--- config.mk ---
export PLATFORM = sky130hd
export DESIGN_NAME = sas_ctrl
export DESIGN_NICKNAME = d
export VERILOG_FILES = /design/src/common/sas_pkg.sv /design/src/verilog/sas_ctrl.sv
export VERILOG_INCLUDE_DIRS = /design/src /design/src/common
export SDC_FILE = /design/constraint.sdc
export NUM_CORES = 1
export LEC_CHECK = 0
export BUFFER_PORTS_ARGS = -buffer_cell sky130_fd_sc_hd__buf_2
export CORE_UTILIZATION = 55
export CTS_BUF_LIST = sky130_fd_sc_hd__clkbuf_16
export CTS_CLUSTER_DIAMETER = 50
export CTS_CLUSTER_SIZE = 28
export DETAILED_ROUTE_END_ITERATION = 7
export PLACE_DENSITY_LB_ADDON = 0.08
export SLEW_MARGIN = 20
export SYNTH_ARGS = -nofsm -noshare
export SYNTH_HDL_FRONTEND = slang
export SYNTH_SLANG_ARGS = --single-unit
--- constraint.sdc ---
create_clock -name i_clk -period 4.6 [get_ports i_clk]
set_input_delay 0.23 -clock i_clk [delete_from_list [all_inputs] [get_ports i_clk]]
set_output_delay 0.23 -clock i_clk [all_outputs]
set_load 0.01 [all_outputs]
--- src/common/sas_params.svh ---
// Purpose: Constants for the secure access state control block.
// Assumes: Byte addresses on a 32-bit classic Wishbone bus.
// Notes: Offsets, bit positions, reset values, limits and the transport password only.
`ifndef SAS_PARAMS_SVH
`define SAS_PARAMS_SVH

`define SAS_OFS_CTRL 6'h00
`define SAS_OFS_ENC_ZONES 6'h01
`define SAS_OFS_STATUS 6'h02
`define SAS_OFS_CNT_SEL 6'h03
`define SAS_OFS_CNT_DATA 6'h04
`define SAS_OFS_AUTH_CNT 6'h05

`define SAS_CTRL_TEAR_BIT 0
`define SAS_CTRL_SUM_BIT 1

`define SAS_RST_TEAR 1'h0
`define SAS_RST_SUM 1'h0
`define SAS_RST_ENC_ZONES 32'h0000_0000

`define SAS_ST_MODE_LSB 0
`define SAS_ST_PW_ACT_BIT 2
`define SAS_ST_PW_WR_BIT 3
`define SAS_ST_CFG_BIT 4
`define SAS_ST_BUSY_BIT 5
`define SAS_ST_PW_SET_LSB 8

`define SAS_TRANSPORT_PW 24'h70ba2e
`define SAS_TEAR_MAX_BYTES 4'h8

`endif

--- src/common/sas_pkg.sv ---
// Purpose: Shared types of the secure access state control block.
// Assumes: Used with sas_params.svh for numeric constants.
// Notes: Types only.
package sas_pkg;

    typedef enum logic [2:0] {
        CMD_READ,
        CMD_WRITE,
        CMD_VERIFY_PW,
        CMD_AUTH,
        CMD_ENC_ACT,
        CMD_RELEASE,
        CMD_IDLE,
        CMD_OTHER
    } sas_cmd_t;

    typedef enum logic [3:0] {
        ST_BOOT,
        ST_RESTORE,
        ST_RESTORE_CLR,
        ST_READY,
        ST_DIRECT,
        ST_BUF,
        ST_MARK,
        ST_COPY,
        ST_UNMARK
    } sas_state_t;

    typedef enum logic [2:0] {
        EE_WRITE_DIRECT,
        EE_WRITE_BUF,
        EE_SET_MARK,
        EE_COPY,
        EE_CLR_MARK
    } sas_ee_op_t;

    typedef enum logic [1:0] {
        MODE_STD,
        MODE_AUTH,
        MODE_ENC
    } sas_mode_t;

endpackage

--- src/verilog/sas_ctrl.sv ---
// Purpose: Session security states, attempt counters and write sequencing.
// Assumes: Command decoder and EEPROM controller share i_clk.
// Notes: Cipher, CRC and user password compare live outside this block; the transport password is compared here.
//
// Implementation choices: the address map and register access over Wishbone.
`timescale 1ns/1ps
`include "sas_params.svh"

module sas_ctrl #(
    parameter int NUM_ZONES = 16,
    parameter int NUM_PW_SETS = 8,
    parameter int ADDR_W = 13,
    parameter int CNT_W = 4
) (
    input wire logic i_clk,
    input wire logic i_rst,
    input wire logic i_wb_cyc,
    input wire logic i_wb_stb,
    input wire logic i_wb_we,
    input wire logic [7:0] i_wb_adr,
    input wire logic [3:0] i_wb_sel,
    input wire logic [31:0] i_wb_dat,
    output logic [31:0] o_wb_dat,
    output logic o_wb_ack,
    input wire logic i_cmd_valid,
    input wire sas_pkg::sas_cmd_t i_cmd_code,
    input wire logic i_cmd_ok,
    input wire logic i_cmd_cfg,
    input wire logic [$clog2(NUM_ZONES)-1:0] i_cmd_zone,
    input wire logic [ADDR_W-1:0] i_cmd_addr,
    input wire logic [3:0] i_cmd_len,
    input wire logic [$clog2(NUM_PW_SETS)-1:0] i_cmd_pw_set,
    input wire logic i_cmd_pw_write,
    input wire logic [23:0] i_cmd_pw,
    input wire logic i_cmd_has_sum,
    input wire logic i_cmd_sum_ok,
    output logic o_cmd_ready,
    output logic o_cmd_done,
    output logic o_cmd_refuse,
    output sas_pkg::sas_mode_t o_mode,
    output logic o_pw_cipher,
    output logic o_data_cipher,
    output logic o_mac_mode,
    output logic o_pw_read_ok,
    output logic o_pw_write_ok,
    output logic [$clog2(NUM_PW_SETS)-1:0] o_pw_set,
    output logic o_cfg_open,
    input wire logic i_ee_tear_mark,
    input wire logic i_ee_done,
    output logic o_ee_req,
    output sas_pkg::sas_ee_op_t o_ee_op,
    output logic [ADDR_W-1:0] o_ee_addr
);
    localparam int ZONE_W = $clog2(NUM_ZONES);
    localparam int SET_W = $clog2(NUM_PW_SETS);
    localparam int NCNT = 2 * NUM_PW_SETS;
    localparam int CSEL_W = SET_W + 1;

    generate
        if (NUM_ZONES < 2 || NUM_ZONES > 32) begin : g_bad_zones
            $error("sas_ctrl: bad NUM_ZONES");
        end
        if (NUM_PW_SETS < 2 || NUM_PW_SETS > 128) begin : g_bad_sets
            $error("sas_ctrl: bad NUM_PW_SETS");
        end
        if (CNT_W < 1 || CNT_W > 32) begin : g_bad_cnt
            $error("sas_ctrl: bad CNT_W");
        end
        if (ADDR_W < 1 || ADDR_W > 32) begin : g_bad_addr
            $error("sas_ctrl: bad ADDR_W");
        end
        // Index widths come from $clog2, so counts must be 2**n
        if ((NUM_ZONES & (NUM_ZONES - 1)) != 0 ||
            (NUM_PW_SETS & (NUM_PW_SETS - 1)) != 0) begin : g_bad_pow2
            $error("sas_ctrl: counts must be powers of two");
        end
    endgenerate

    typedef struct packed {
        sas_pkg::sas_state_t st;
        logic ee_req;
        sas_pkg::sas_ee_op_t ee_op;
        logic [ADDR_W-1:0] dest;
        logic tear_en;
        logic sum_en;
        logic [NUM_ZONES-1:0] enc_zones;
        logic [CSEL_W-1:0] cnt_sel;
        logic [NCNT-1:0][CNT_W-1:0] cnt;
        logic [CNT_W-1:0] auth_cnt;
        logic pw_active;
        logic pw_write;
        logic [SET_W-1:0] pw_set;
        logic cfg_open;
        logic auth_ok;
        logic enc_ok;
        logic done;
        logic refuse;
        logic ack;
        logic [31:0] rdata;
    } sas_regs_t;

    sas_regs_t r_reg;
    sas_regs_t r_next;

    // Zone access blocked by missing encryption or transport password
    function automatic logic access_blocked(
        input logic cfg,
        input logic [ZONE_W-1:0] zone,
        input logic [NUM_ZONES-1:0] enc_zones,
        input logic enc_ok,
        input logic cfg_open
    );
        logic blk;
        blk = 1'b0;
        if (cfg) begin
            blk = !cfg_open;
        end else begin
            blk = enc_zones[zone] && !enc_ok;
        end
        return blk;
    endfunction

    // Saturating, so no attack can wrap a counter
    function automatic logic [CNT_W-1:0] sat_inc(input logic [CNT_W-1:0] v);
        logic [CNT_W-1:0] res;
        res = (&v) ? v : v + 1'b1;
        return res;
    endfunction

    always_comb begin
        logic [31:0] mask;
        logic [31:0] rd;
        logic [CSEL_W-1:0] fidx;

        r_next = r_reg;

        mask = {{8{i_wb_sel[3]}}, {8{i_wb_sel[2]}},
                {8{i_wb_sel[1]}}, {8{i_wb_sel[0]}}};
        rd = 32'h0000_0000;
        fidx = {i_cmd_pw_set, i_cmd_pw_write};
        r_next.done = 1'b0;
        r_next.refuse = 1'b0;
        r_next.ack = 1'b0;

        // Register bus: one wait state, unmapped reads as zero
        // A write lands on the edge that raises ack
        if (i_wb_cyc && i_wb_stb && !r_reg.ack) begin
            r_next.ack = 1'b1;
            unique case (i_wb_adr[7:2])
                `SAS_OFS_CTRL: begin
                    rd[`SAS_CTRL_TEAR_BIT] = r_reg.tear_en;
                    rd[`SAS_CTRL_SUM_BIT] = r_reg.sum_en;
                    if (i_wb_we && i_wb_sel[0]) begin
                        r_next.tear_en = i_wb_dat[`SAS_CTRL_TEAR_BIT];
                        r_next.sum_en = i_wb_dat[`SAS_CTRL_SUM_BIT];
                    end
                end
                `SAS_OFS_ENC_ZONES: begin
                    rd[NUM_ZONES-1:0] = r_reg.enc_zones;
                    if (i_wb_we) begin
                        r_next.enc_zones = NUM_ZONES'(
                            ({{(32-NUM_ZONES){1'b0}}, r_reg.enc_zones}
                             & ~mask) | (i_wb_dat & mask));
                    end
                end
                `SAS_OFS_STATUS: begin
                    rd[`SAS_ST_MODE_LSB +: 2] = o_mode;
                    rd[`SAS_ST_PW_ACT_BIT] = r_reg.pw_active;
                    rd[`SAS_ST_PW_WR_BIT] = r_reg.pw_write;
                    rd[`SAS_ST_CFG_BIT] = r_reg.cfg_open;
                    rd[`SAS_ST_BUSY_BIT] = !o_cmd_ready;
                    rd[`SAS_ST_PW_SET_LSB +: SET_W] = r_reg.pw_set;
                end
                `SAS_OFS_CNT_SEL: begin
                    rd[CSEL_W-1:0] = r_reg.cnt_sel;
                    if (i_wb_we && i_wb_sel[0]) begin
                        r_next.cnt_sel = i_wb_dat[CSEL_W-1:0];
                    end
                end
                `SAS_OFS_CNT_DATA: begin
                    rd[CNT_W-1:0] = r_reg.cnt[r_reg.cnt_sel];
                    // A failure in the same cycle wins
                    if (i_wb_we) begin
                        r_next.cnt[r_reg.cnt_sel] = '0;
                    end
                end
                `SAS_OFS_AUTH_CNT: begin
                    rd[CNT_W-1:0] = r_reg.auth_cnt;
                    if (i_wb_we) begin
                        r_next.auth_cnt = '0;
                    end
                end
                default: begin
                    rd = 32'h0000_0000;
                end
            endcase
            r_next.rdata = rd;
        end

        // Commands from the decoder, only while idle
        // A bad MAC outranks every other outcome
        if (i_cmd_valid && r_reg.st == sas_pkg::ST_READY) begin
            if (r_reg.auth_ok && i_cmd_has_sum && !i_cmd_sum_ok) begin
                r_next.auth_ok = 1'b0;
                r_next.enc_ok = 1'b0;
                r_next.refuse = 1'b1;
            end else if (!r_reg.auth_ok && r_reg.sum_en && i_cmd_has_sum
                         && !i_cmd_sum_ok) begin
                r_next.refuse = 1'b1;
            end else begin
                unique case (i_cmd_code)
                    sas_pkg::CMD_READ: begin
                        if (access_blocked(i_cmd_cfg, i_cmd_zone,
                            r_reg.enc_zones, r_reg.enc_ok,
                            r_reg.cfg_open)) begin
                            r_next.refuse = 1'b1;
                        end else begin
                            r_next.done = 1'b1;
                        end
                    end
                    sas_pkg::CMD_WRITE: begin
                        if (access_blocked(i_cmd_cfg, i_cmd_zone,
                            r_reg.enc_zones, r_reg.enc_ok,
                            r_reg.cfg_open)) begin
                            r_next.refuse = 1'b1;
                        end else if (r_reg.auth_ok && !i_cmd_has_sum) begin
                            r_next.refuse = 1'b1;
                        end else if (r_reg.tear_en &&
                                     i_cmd_len > `SAS_TEAR_MAX_BYTES) begin
                            r_next.refuse = 1'b1;
                        end else begin
                            r_next.dest = i_cmd_addr;
                            r_next.ee_req = 1'b1;
                            if (r_reg.tear_en) begin
                                r_next.st = sas_pkg::ST_BUF;
                                r_next.ee_op = sas_pkg::EE_WRITE_BUF;
                            end else begin
                                r_next.st = sas_pkg::ST_DIRECT;
                                r_next.ee_op = sas_pkg::EE_WRITE_DIRECT;
                            end
                        end
                    end
                    sas_pkg::CMD_VERIFY_PW: begin
                        r_next.done = 1'b1;
                        if (i_cmd_pw == `SAS_TRANSPORT_PW) begin
                            r_next.cfg_open = 1'b1;
                            r_next.pw_active = 1'b0;
                        end else if (i_cmd_ok) begin
                            r_next.pw_active = 1'b1;
                            r_next.pw_set = i_cmd_pw_set;
                            r_next.pw_write = i_cmd_pw_write;
                            r_next.cfg_open = 1'b0;
                        end else begin
                            r_next.pw_active = 1'b0;
                            r_next.cfg_open = 1'b0;
                            r_next.cnt[fidx] = sat_inc(r_reg.cnt[fidx]);
                        end
                    end
                    sas_pkg::CMD_AUTH: begin
                        r_next.done = 1'b1;
                        r_next.enc_ok = 1'b0;
                        r_next.auth_ok = i_cmd_ok;
                        if (!i_cmd_ok) begin
                            r_next.auth_cnt = sat_inc(r_reg.auth_cnt);
                        end
                    end
                    sas_pkg::CMD_ENC_ACT: begin
                        r_next.done = 1'b1;
                        r_next.enc_ok = i_cmd_ok && r_reg.auth_ok;
                    end
                    sas_pkg::CMD_RELEASE, sas_pkg::CMD_IDLE: begin
                        r_next.done = 1'b1;
                        r_next.pw_active = 1'b0;
                        r_next.cfg_open = 1'b0;
                        r_next.auth_ok = 1'b0;
                        r_next.enc_ok = 1'b0;
                    end
                    sas_pkg::CMD_OTHER: begin
                        r_next.done = 1'b1;
                    end
                endcase
            end
        end

        // Power-up recovery and EEPROM write sequencing
        unique case (r_reg.st)
            sas_pkg::ST_BOOT: begin
                if (i_ee_tear_mark) begin
                    r_next.st = sas_pkg::ST_RESTORE;
                    r_next.ee_req = 1'b1;
                    r_next.ee_op = sas_pkg::EE_COPY;
                end else begin
                    r_next.st = sas_pkg::ST_READY;
                end
            end
            sas_pkg::ST_READY: begin
            end
            default: begin
                if (r_reg.ee_req && i_ee_done) begin
                    r_next.ee_req = 1'b1;
                    unique case (r_reg.st)
                        sas_pkg::ST_RESTORE: begin
                            r_next.st = sas_pkg::ST_RESTORE_CLR;
                            r_next.ee_op = sas_pkg::EE_CLR_MARK;
                        end
                        sas_pkg::ST_BUF: begin
                            r_next.st = sas_pkg::ST_MARK;
                            r_next.ee_op = sas_pkg::EE_SET_MARK;
                        end
                        sas_pkg::ST_MARK: begin
                            r_next.st = sas_pkg::ST_COPY;
                            r_next.ee_op = sas_pkg::EE_COPY;
                        end
                        sas_pkg::ST_COPY: begin
                            r_next.st = sas_pkg::ST_UNMARK;
                            r_next.ee_op = sas_pkg::EE_CLR_MARK;
                        end
                        default: begin
                            r_next.st = sas_pkg::ST_READY;
                            r_next.ee_req = 1'b0;
                            r_next.done = r_reg.st != sas_pkg::ST_RESTORE_CLR;
                        end
                    endcase
                end
            end
        endcase
    end

    always_ff @(posedge i_clk or posedge i_rst) begin
        if (i_rst) begin
            r_reg <= '0;
            // The tear mark is kept by the EEPROM itself
            r_reg.st <= sas_pkg::ST_BOOT;
            r_reg.ee_op <= sas_pkg::EE_WRITE_DIRECT;
            r_reg.tear_en <= `SAS_RST_TEAR;
            r_reg.sum_en <= `SAS_RST_SUM;
            r_reg.enc_zones <= NUM_ZONES'(`SAS_RST_ENC_ZONES);
        end else begin
            r_reg <= r_next;
        end
    end

    always_comb begin
        // Encryption implies authentication
        if (r_reg.enc_ok) begin
            o_mode = sas_pkg::MODE_ENC;
        end else if (r_reg.auth_ok) begin
            o_mode = sas_pkg::MODE_AUTH;
        end else begin
            o_mode = sas_pkg::MODE_STD;
        end
    end

    assign o_wb_dat = r_reg.rdata;
    assign o_wb_ack = r_reg.ack;

    assign o_cmd_ready = r_reg.st == sas_pkg::ST_READY;
    assign o_cmd_done = r_reg.done;
    assign o_cmd_refuse = r_reg.refuse;

    assign o_pw_cipher = r_reg.auth_ok;
    assign o_data_cipher = r_reg.enc_ok;
    assign o_mac_mode = r_reg.auth_ok;
    assign o_pw_read_ok = r_reg.pw_active;
    assign o_pw_write_ok = r_reg.pw_active && r_reg.pw_write;
    assign o_pw_set = r_reg.pw_set;
    assign o_cfg_open = r_reg.cfg_open;

    assign o_ee_req = r_reg.ee_req;
    assign o_ee_op = r_reg.ee_op;
    assign o_ee_addr = r_reg.dest;

endmodule

# Word-level counts from Yosys, hierarchy flattened
# Index checks and enable logic that the tools add are counted.
[classes]
n_addsub = 2
magnitude_cmp = 6
n_eq_ne = 21
mux = 84
bitwise_logic = 12
reduce_logical = 46
[ops]
columns = ["operator", "n"]
rows = [
  ["2-to-1 mux 64 bit", 5],
  ["2-to-1 mux 21 bit", 7],
  ["2-to-1 mux 78 bit", 1],
  ["2-to-1 mux 77 bit", 1],
  ["2-to-1 mux 74 bit", 1],
  ["2-to-1 mux 68 bit", 1],
  ["bitwise AND 64 bit", 1],
  ["bitwise mux 64 bit", 1],
  ["NOT 64 bit", 1],
  ["2-to-1 mux 4 bit", 14],
  ["2-to-1 mux 33 bit", 1],
  ["bitwise AND 16 bit", 2],
  ["binary-select mux 4 bit (select 4 bit)", 2],
  ["demux 4 bit (select 4 bit)", 2],
  ["2-to-1 mux 1 bit", 28],
  ["== test 24 x 23 -> 1 bit, second input constant", 1],
  ["logical AND 1 bit", 17],
  ["NOT 16 bit", 1],
  ["OR 16 bit", 1],
  ["case mux 4 bit (4 select lines)", 1],
  ["case mux 8 bit (2 select lines)", 1],
  ["< comparator 4 x 5 -> 1 bit, second input constant", 3],
  ["AND reduction 3 bit", 5],
  ["== test 3 bit, second input constant", 4],
  ["38 further kinds", 69],
]
[word_totals]
register_bits = 138
inputBits = 108
output_inout_bits = 64
wordCells = 206

# Depth between registers and ports, before layout
[logic_depth]
depth_word = 19
mapped_depth = 10

# Least setup slack after synthesis
# No wires, ideal clock.
[synth_path]
path_type = "input -> register"
startpoint = "in i_cmd_pw_write"
endpoint = "reg r_reg[84] (netlist name)"
arrival_time_ns = 2.480
required_time_ns = 4.474
slack_ns = 1.994
path_stages = 10
path_cell_list = "buf_2 buf_6 mux4_2 a22oi_1 nand3_1 ha_1 nand3b_2 mux2i_1 buf_4 o22ai_1"
[synth_lines]
columns = ["element", "line", "source"]
rows = [
  ["from (decl)", "sas_ctrl.sv:33", "input wire logic i_cmd_pw_write,"],
  ["to (signal assigned)", "sas_ctrl.sv:339", "r_reg <= r_next;"],
  ["to (decl)", "sas_ctrl.sv:102", "sas_regs_t r_reg;"],
]

==> metrics <==
status=finished clean; RD Place Congestion=about 0.93; critical path's most frequent cell=nand3_1; Yosys top cell by area=dfrtp_1; Site Rows=43; CTS tree=done; switching power=1100 uW; Min-Delay Path Class=input port to async pin; Ys Warns=0; pwr dens=413 nW/um^2; die area=14900 um^2; top_reg_cell synth=dfrtp_1; worst flop-to-flop path endpoint=r_reg[63]; Netlist Area Pre-Place=7950 um^2; initial antenna violation count=0; worst clock skew=0.00863 ns; area grow syn2layout=12.2%; ys async rst share=100%; worst skew pair latency=0.42 ns; Setup violations, final=0; # H-tree levels=4; average wire per standard cell=roughly 20 um; Initial DRC Count=690; EDFF count, synth=0; Congestion Overflow GR=0; Tmin final=3.08 ns; Netlist cell types=63; Routed Antenna Nets=0; hold_buf cts=0; Worst Path Required=4.84 ns; Critical Path Sink Type=register; Die Ht=122 um; Seq pwr share=42.3%; Final Instance Count excl. Fillers=1024; #FFs+latches synth=138; final layout net count=roughly 940; Worst EP arrival=3.32 ns; port bufs=135; peak fanout along the critical path=14; critical path class=register to register; slowest cell on the critical path=a2111oi_0; DRC Markers=0; share of layout cells above drive strength 1=30.1%; crit-path cells=nor4bb_1 > buf_4 > nand3_1 > a2111oi_0 > nand2_1 > nand3_1 > o21ai_0; synth top area cells=dfrtp_1, mux4_2, buf_4; Core Area=14000 um^2; Yosys top cell area share=43.5%; Setup TNS Final=0 ns; hold slack=0.00737 ns; num ports=172; Mapped Avg Cell Area=10.6 um^2; clock share of power=36.1%; RSZ-0062 raised after global routing=no; Total Wirelength=20600 um; Gate power share=about 22%; Worst Setup Slack post-DPL=1.27 ns; R2R setup slack=1.52 ns; Largest stage delay, worst path=between 0.8 and 0.9 ns; Post-DP HPWL=14800 um; fin crit share=67.0%; count of pins over their slew limit=0; Net Sw Frac=29.8%; most frequent cells after synthesis=dfrtp_1, nand2_1, o21ai_0; crit path launch type=register; drt pass-1 iters=5; Horiz. Die Dim=122 um; Initial Utilization=56.8%; final hold vios=0; P_int=2590 uW; Worst R2R Path Depth=7; Clock Path Buffers=2; worst vdd ir=0.000241 V; vias in the first global route=~6300; MaxCap Viol Count=0; vias=6456; worst-margin pin slew=1.00 ns; PostCTS Resize Cnt=0; post-route setup slack=1.52 ns; Post-CTS Setup Inserts=0; Worst R2R Start=r_reg[150]; routed vias/inst=roughly 6.3; first-pass GRT wire length=32500 um; Leak=a little over 0.004 uW; clock-pin slew on the worst setup and hold paths=0.06 ns; gr usage total=28.9%; CTS Root Cell=clkbuf_16; largest net degree at the start of global routing=74; CTS Buf Count=17; Placed Instances=just under 1000; register area share after synthesis=between 40% and 50%; relative slew slack=33.3%; Max Clock Freq=325 MHz; count leader, synth=dfrtp_1; Post-Syn Instances=751; diode count=0; clock sink count=138
==> kinds of logic (layout without fill, tap and decap cells) <==
family,count (synthesis),after routing,share of synthesized area (%)
xor+xnor,7,7,0.772
fa+ha+maj,2,2,0.315
mux,89,89,19.0
buf+inv,120,198,8.77
compound gates,141,141,11.4
flops,138,138,43.5
simple gates,253,253,16.2
other cells,1,16,0.0472
==> layout make-up <==
class,count,area [um^2]
fill,1162,5070
clock buffer,17,425
inverter,24,92.6
timing repair buffer,142,728
multi-input combinational,508,3850
clock inverter,15,143
sequential,138,3450
tap,180,225
==> worst max-delay path: cells and delay by family (launching register included) <==
kind / cells / cell delay [ns]
and+or+nand+nor: 4 / 1.09
AOI/OAI and AO/OA: 2 / 0.99
DFF: 1 / 0.59
buffers and inverters: 1 / 0.22
==> through the flow <==
| stage | utilization, % | area (um^2) | power [uW] |
|---|---|---|---|
| after global placement | 59.7 | 8350 | 2330 |
| after detailed placement | 59.7 | 8350 | 2360 |
| after global routing | 63.8 | 8920 | 3850 |
| after CTS | 63.8 | 8920 | 3700 |
| after floorplan | - | 8000 | 2180 |
| final | 63.8 | 8920 | 3680 |
==> how the worst max path moves through the flow <==
stage,cells past startpoint,start,slack (ns),endpoint
final,7,r_reg[150],1.52,r_reg[63]
after floorplan,1,i_rst,0.67,async pin
after CTS,7,r_reg[150],1.56,r_reg[69]
after detailed placement,9,i_cmd_pw_write,1.27,r_reg[68]
after global routing,7,r_reg[150],1.28,r_reg[63]
after global placement,8,i_cmd_pw_write,1.30,r_reg[68]
==> power groups by stage <==
stage                     sequential [uW]  clock, uW  combinational [uW]
after floorplan                      1500          0                 680
after global placement               1560          0                 770
after detailed placement             1570          0                 789
after CTS                            1550       1350                 797
after global routing                 1580       1400                 868
final                                1560       1330                 798
==> metal layers <==
| layer | up-vias | global-route usage (%) | share of wire, % |
|---|---|---|---|
| met5 | - | 0 | 0 |
| met3 | 57 | 5.85 | 7.6 |
| met1 | 3227 | 36.5 | 40 |
| met2 | 318 | 48.1 | 50 |
| met4 | 0 | 12.8 | 3.0 |
| li1 | 2854 | - | - |
==> cell usage in the layout, fill, tap and decap left out, types with 5 or more instances in the layout <==
| cell | synthesis | layout |
|---|---|---|
| nor3b_1 | 6 | 6 |
| o2bb2ai_1 | 7 | 7 |
| nor2_1 | 38 | 38 |
| o21ai_0 | 58 | 58 |
| buf_4 | 54 | 7 |
| inv_1 | 24 | 27 |
| a22oi_1 | 6 | 6 |
| or4_1 | 5 | 5 |
| nand3b_1 | 7 | 7 |
| dfrtp_1 | 138 | 138 |
| nand2_1 | 76 | 76 |
| and3_1 | 8 | 8 |
| xnor2_1 | 5 | 5 |
| a22o_1 | 13 | 13 |
| clkbuf_16 | 0 | 17 |
| nor2b_1 | 9 | 9 |
| mux2_2 | 36 | 36 |
| buf_2 | 4 | 135 |
| mux2_4 | 6 | 6 |
| a21oi_1 | 16 | 16 |
| o22ai_1 | 12 | 12 |
| nand3_1 | 50 | 50 |
| or2_2 | 6 | 6 |
| conb_1 | 1 | 16 |
| nor4_1 | 9 | 9 |
| a221oi_1 | 8 | 8 |
| mux2i_1 | 5 | 5 |
| mux4_2 | 38 | 38 |
| nor3_1 | 11 | 11 |
Note: power is estimated with default switching activity, not from simulation.
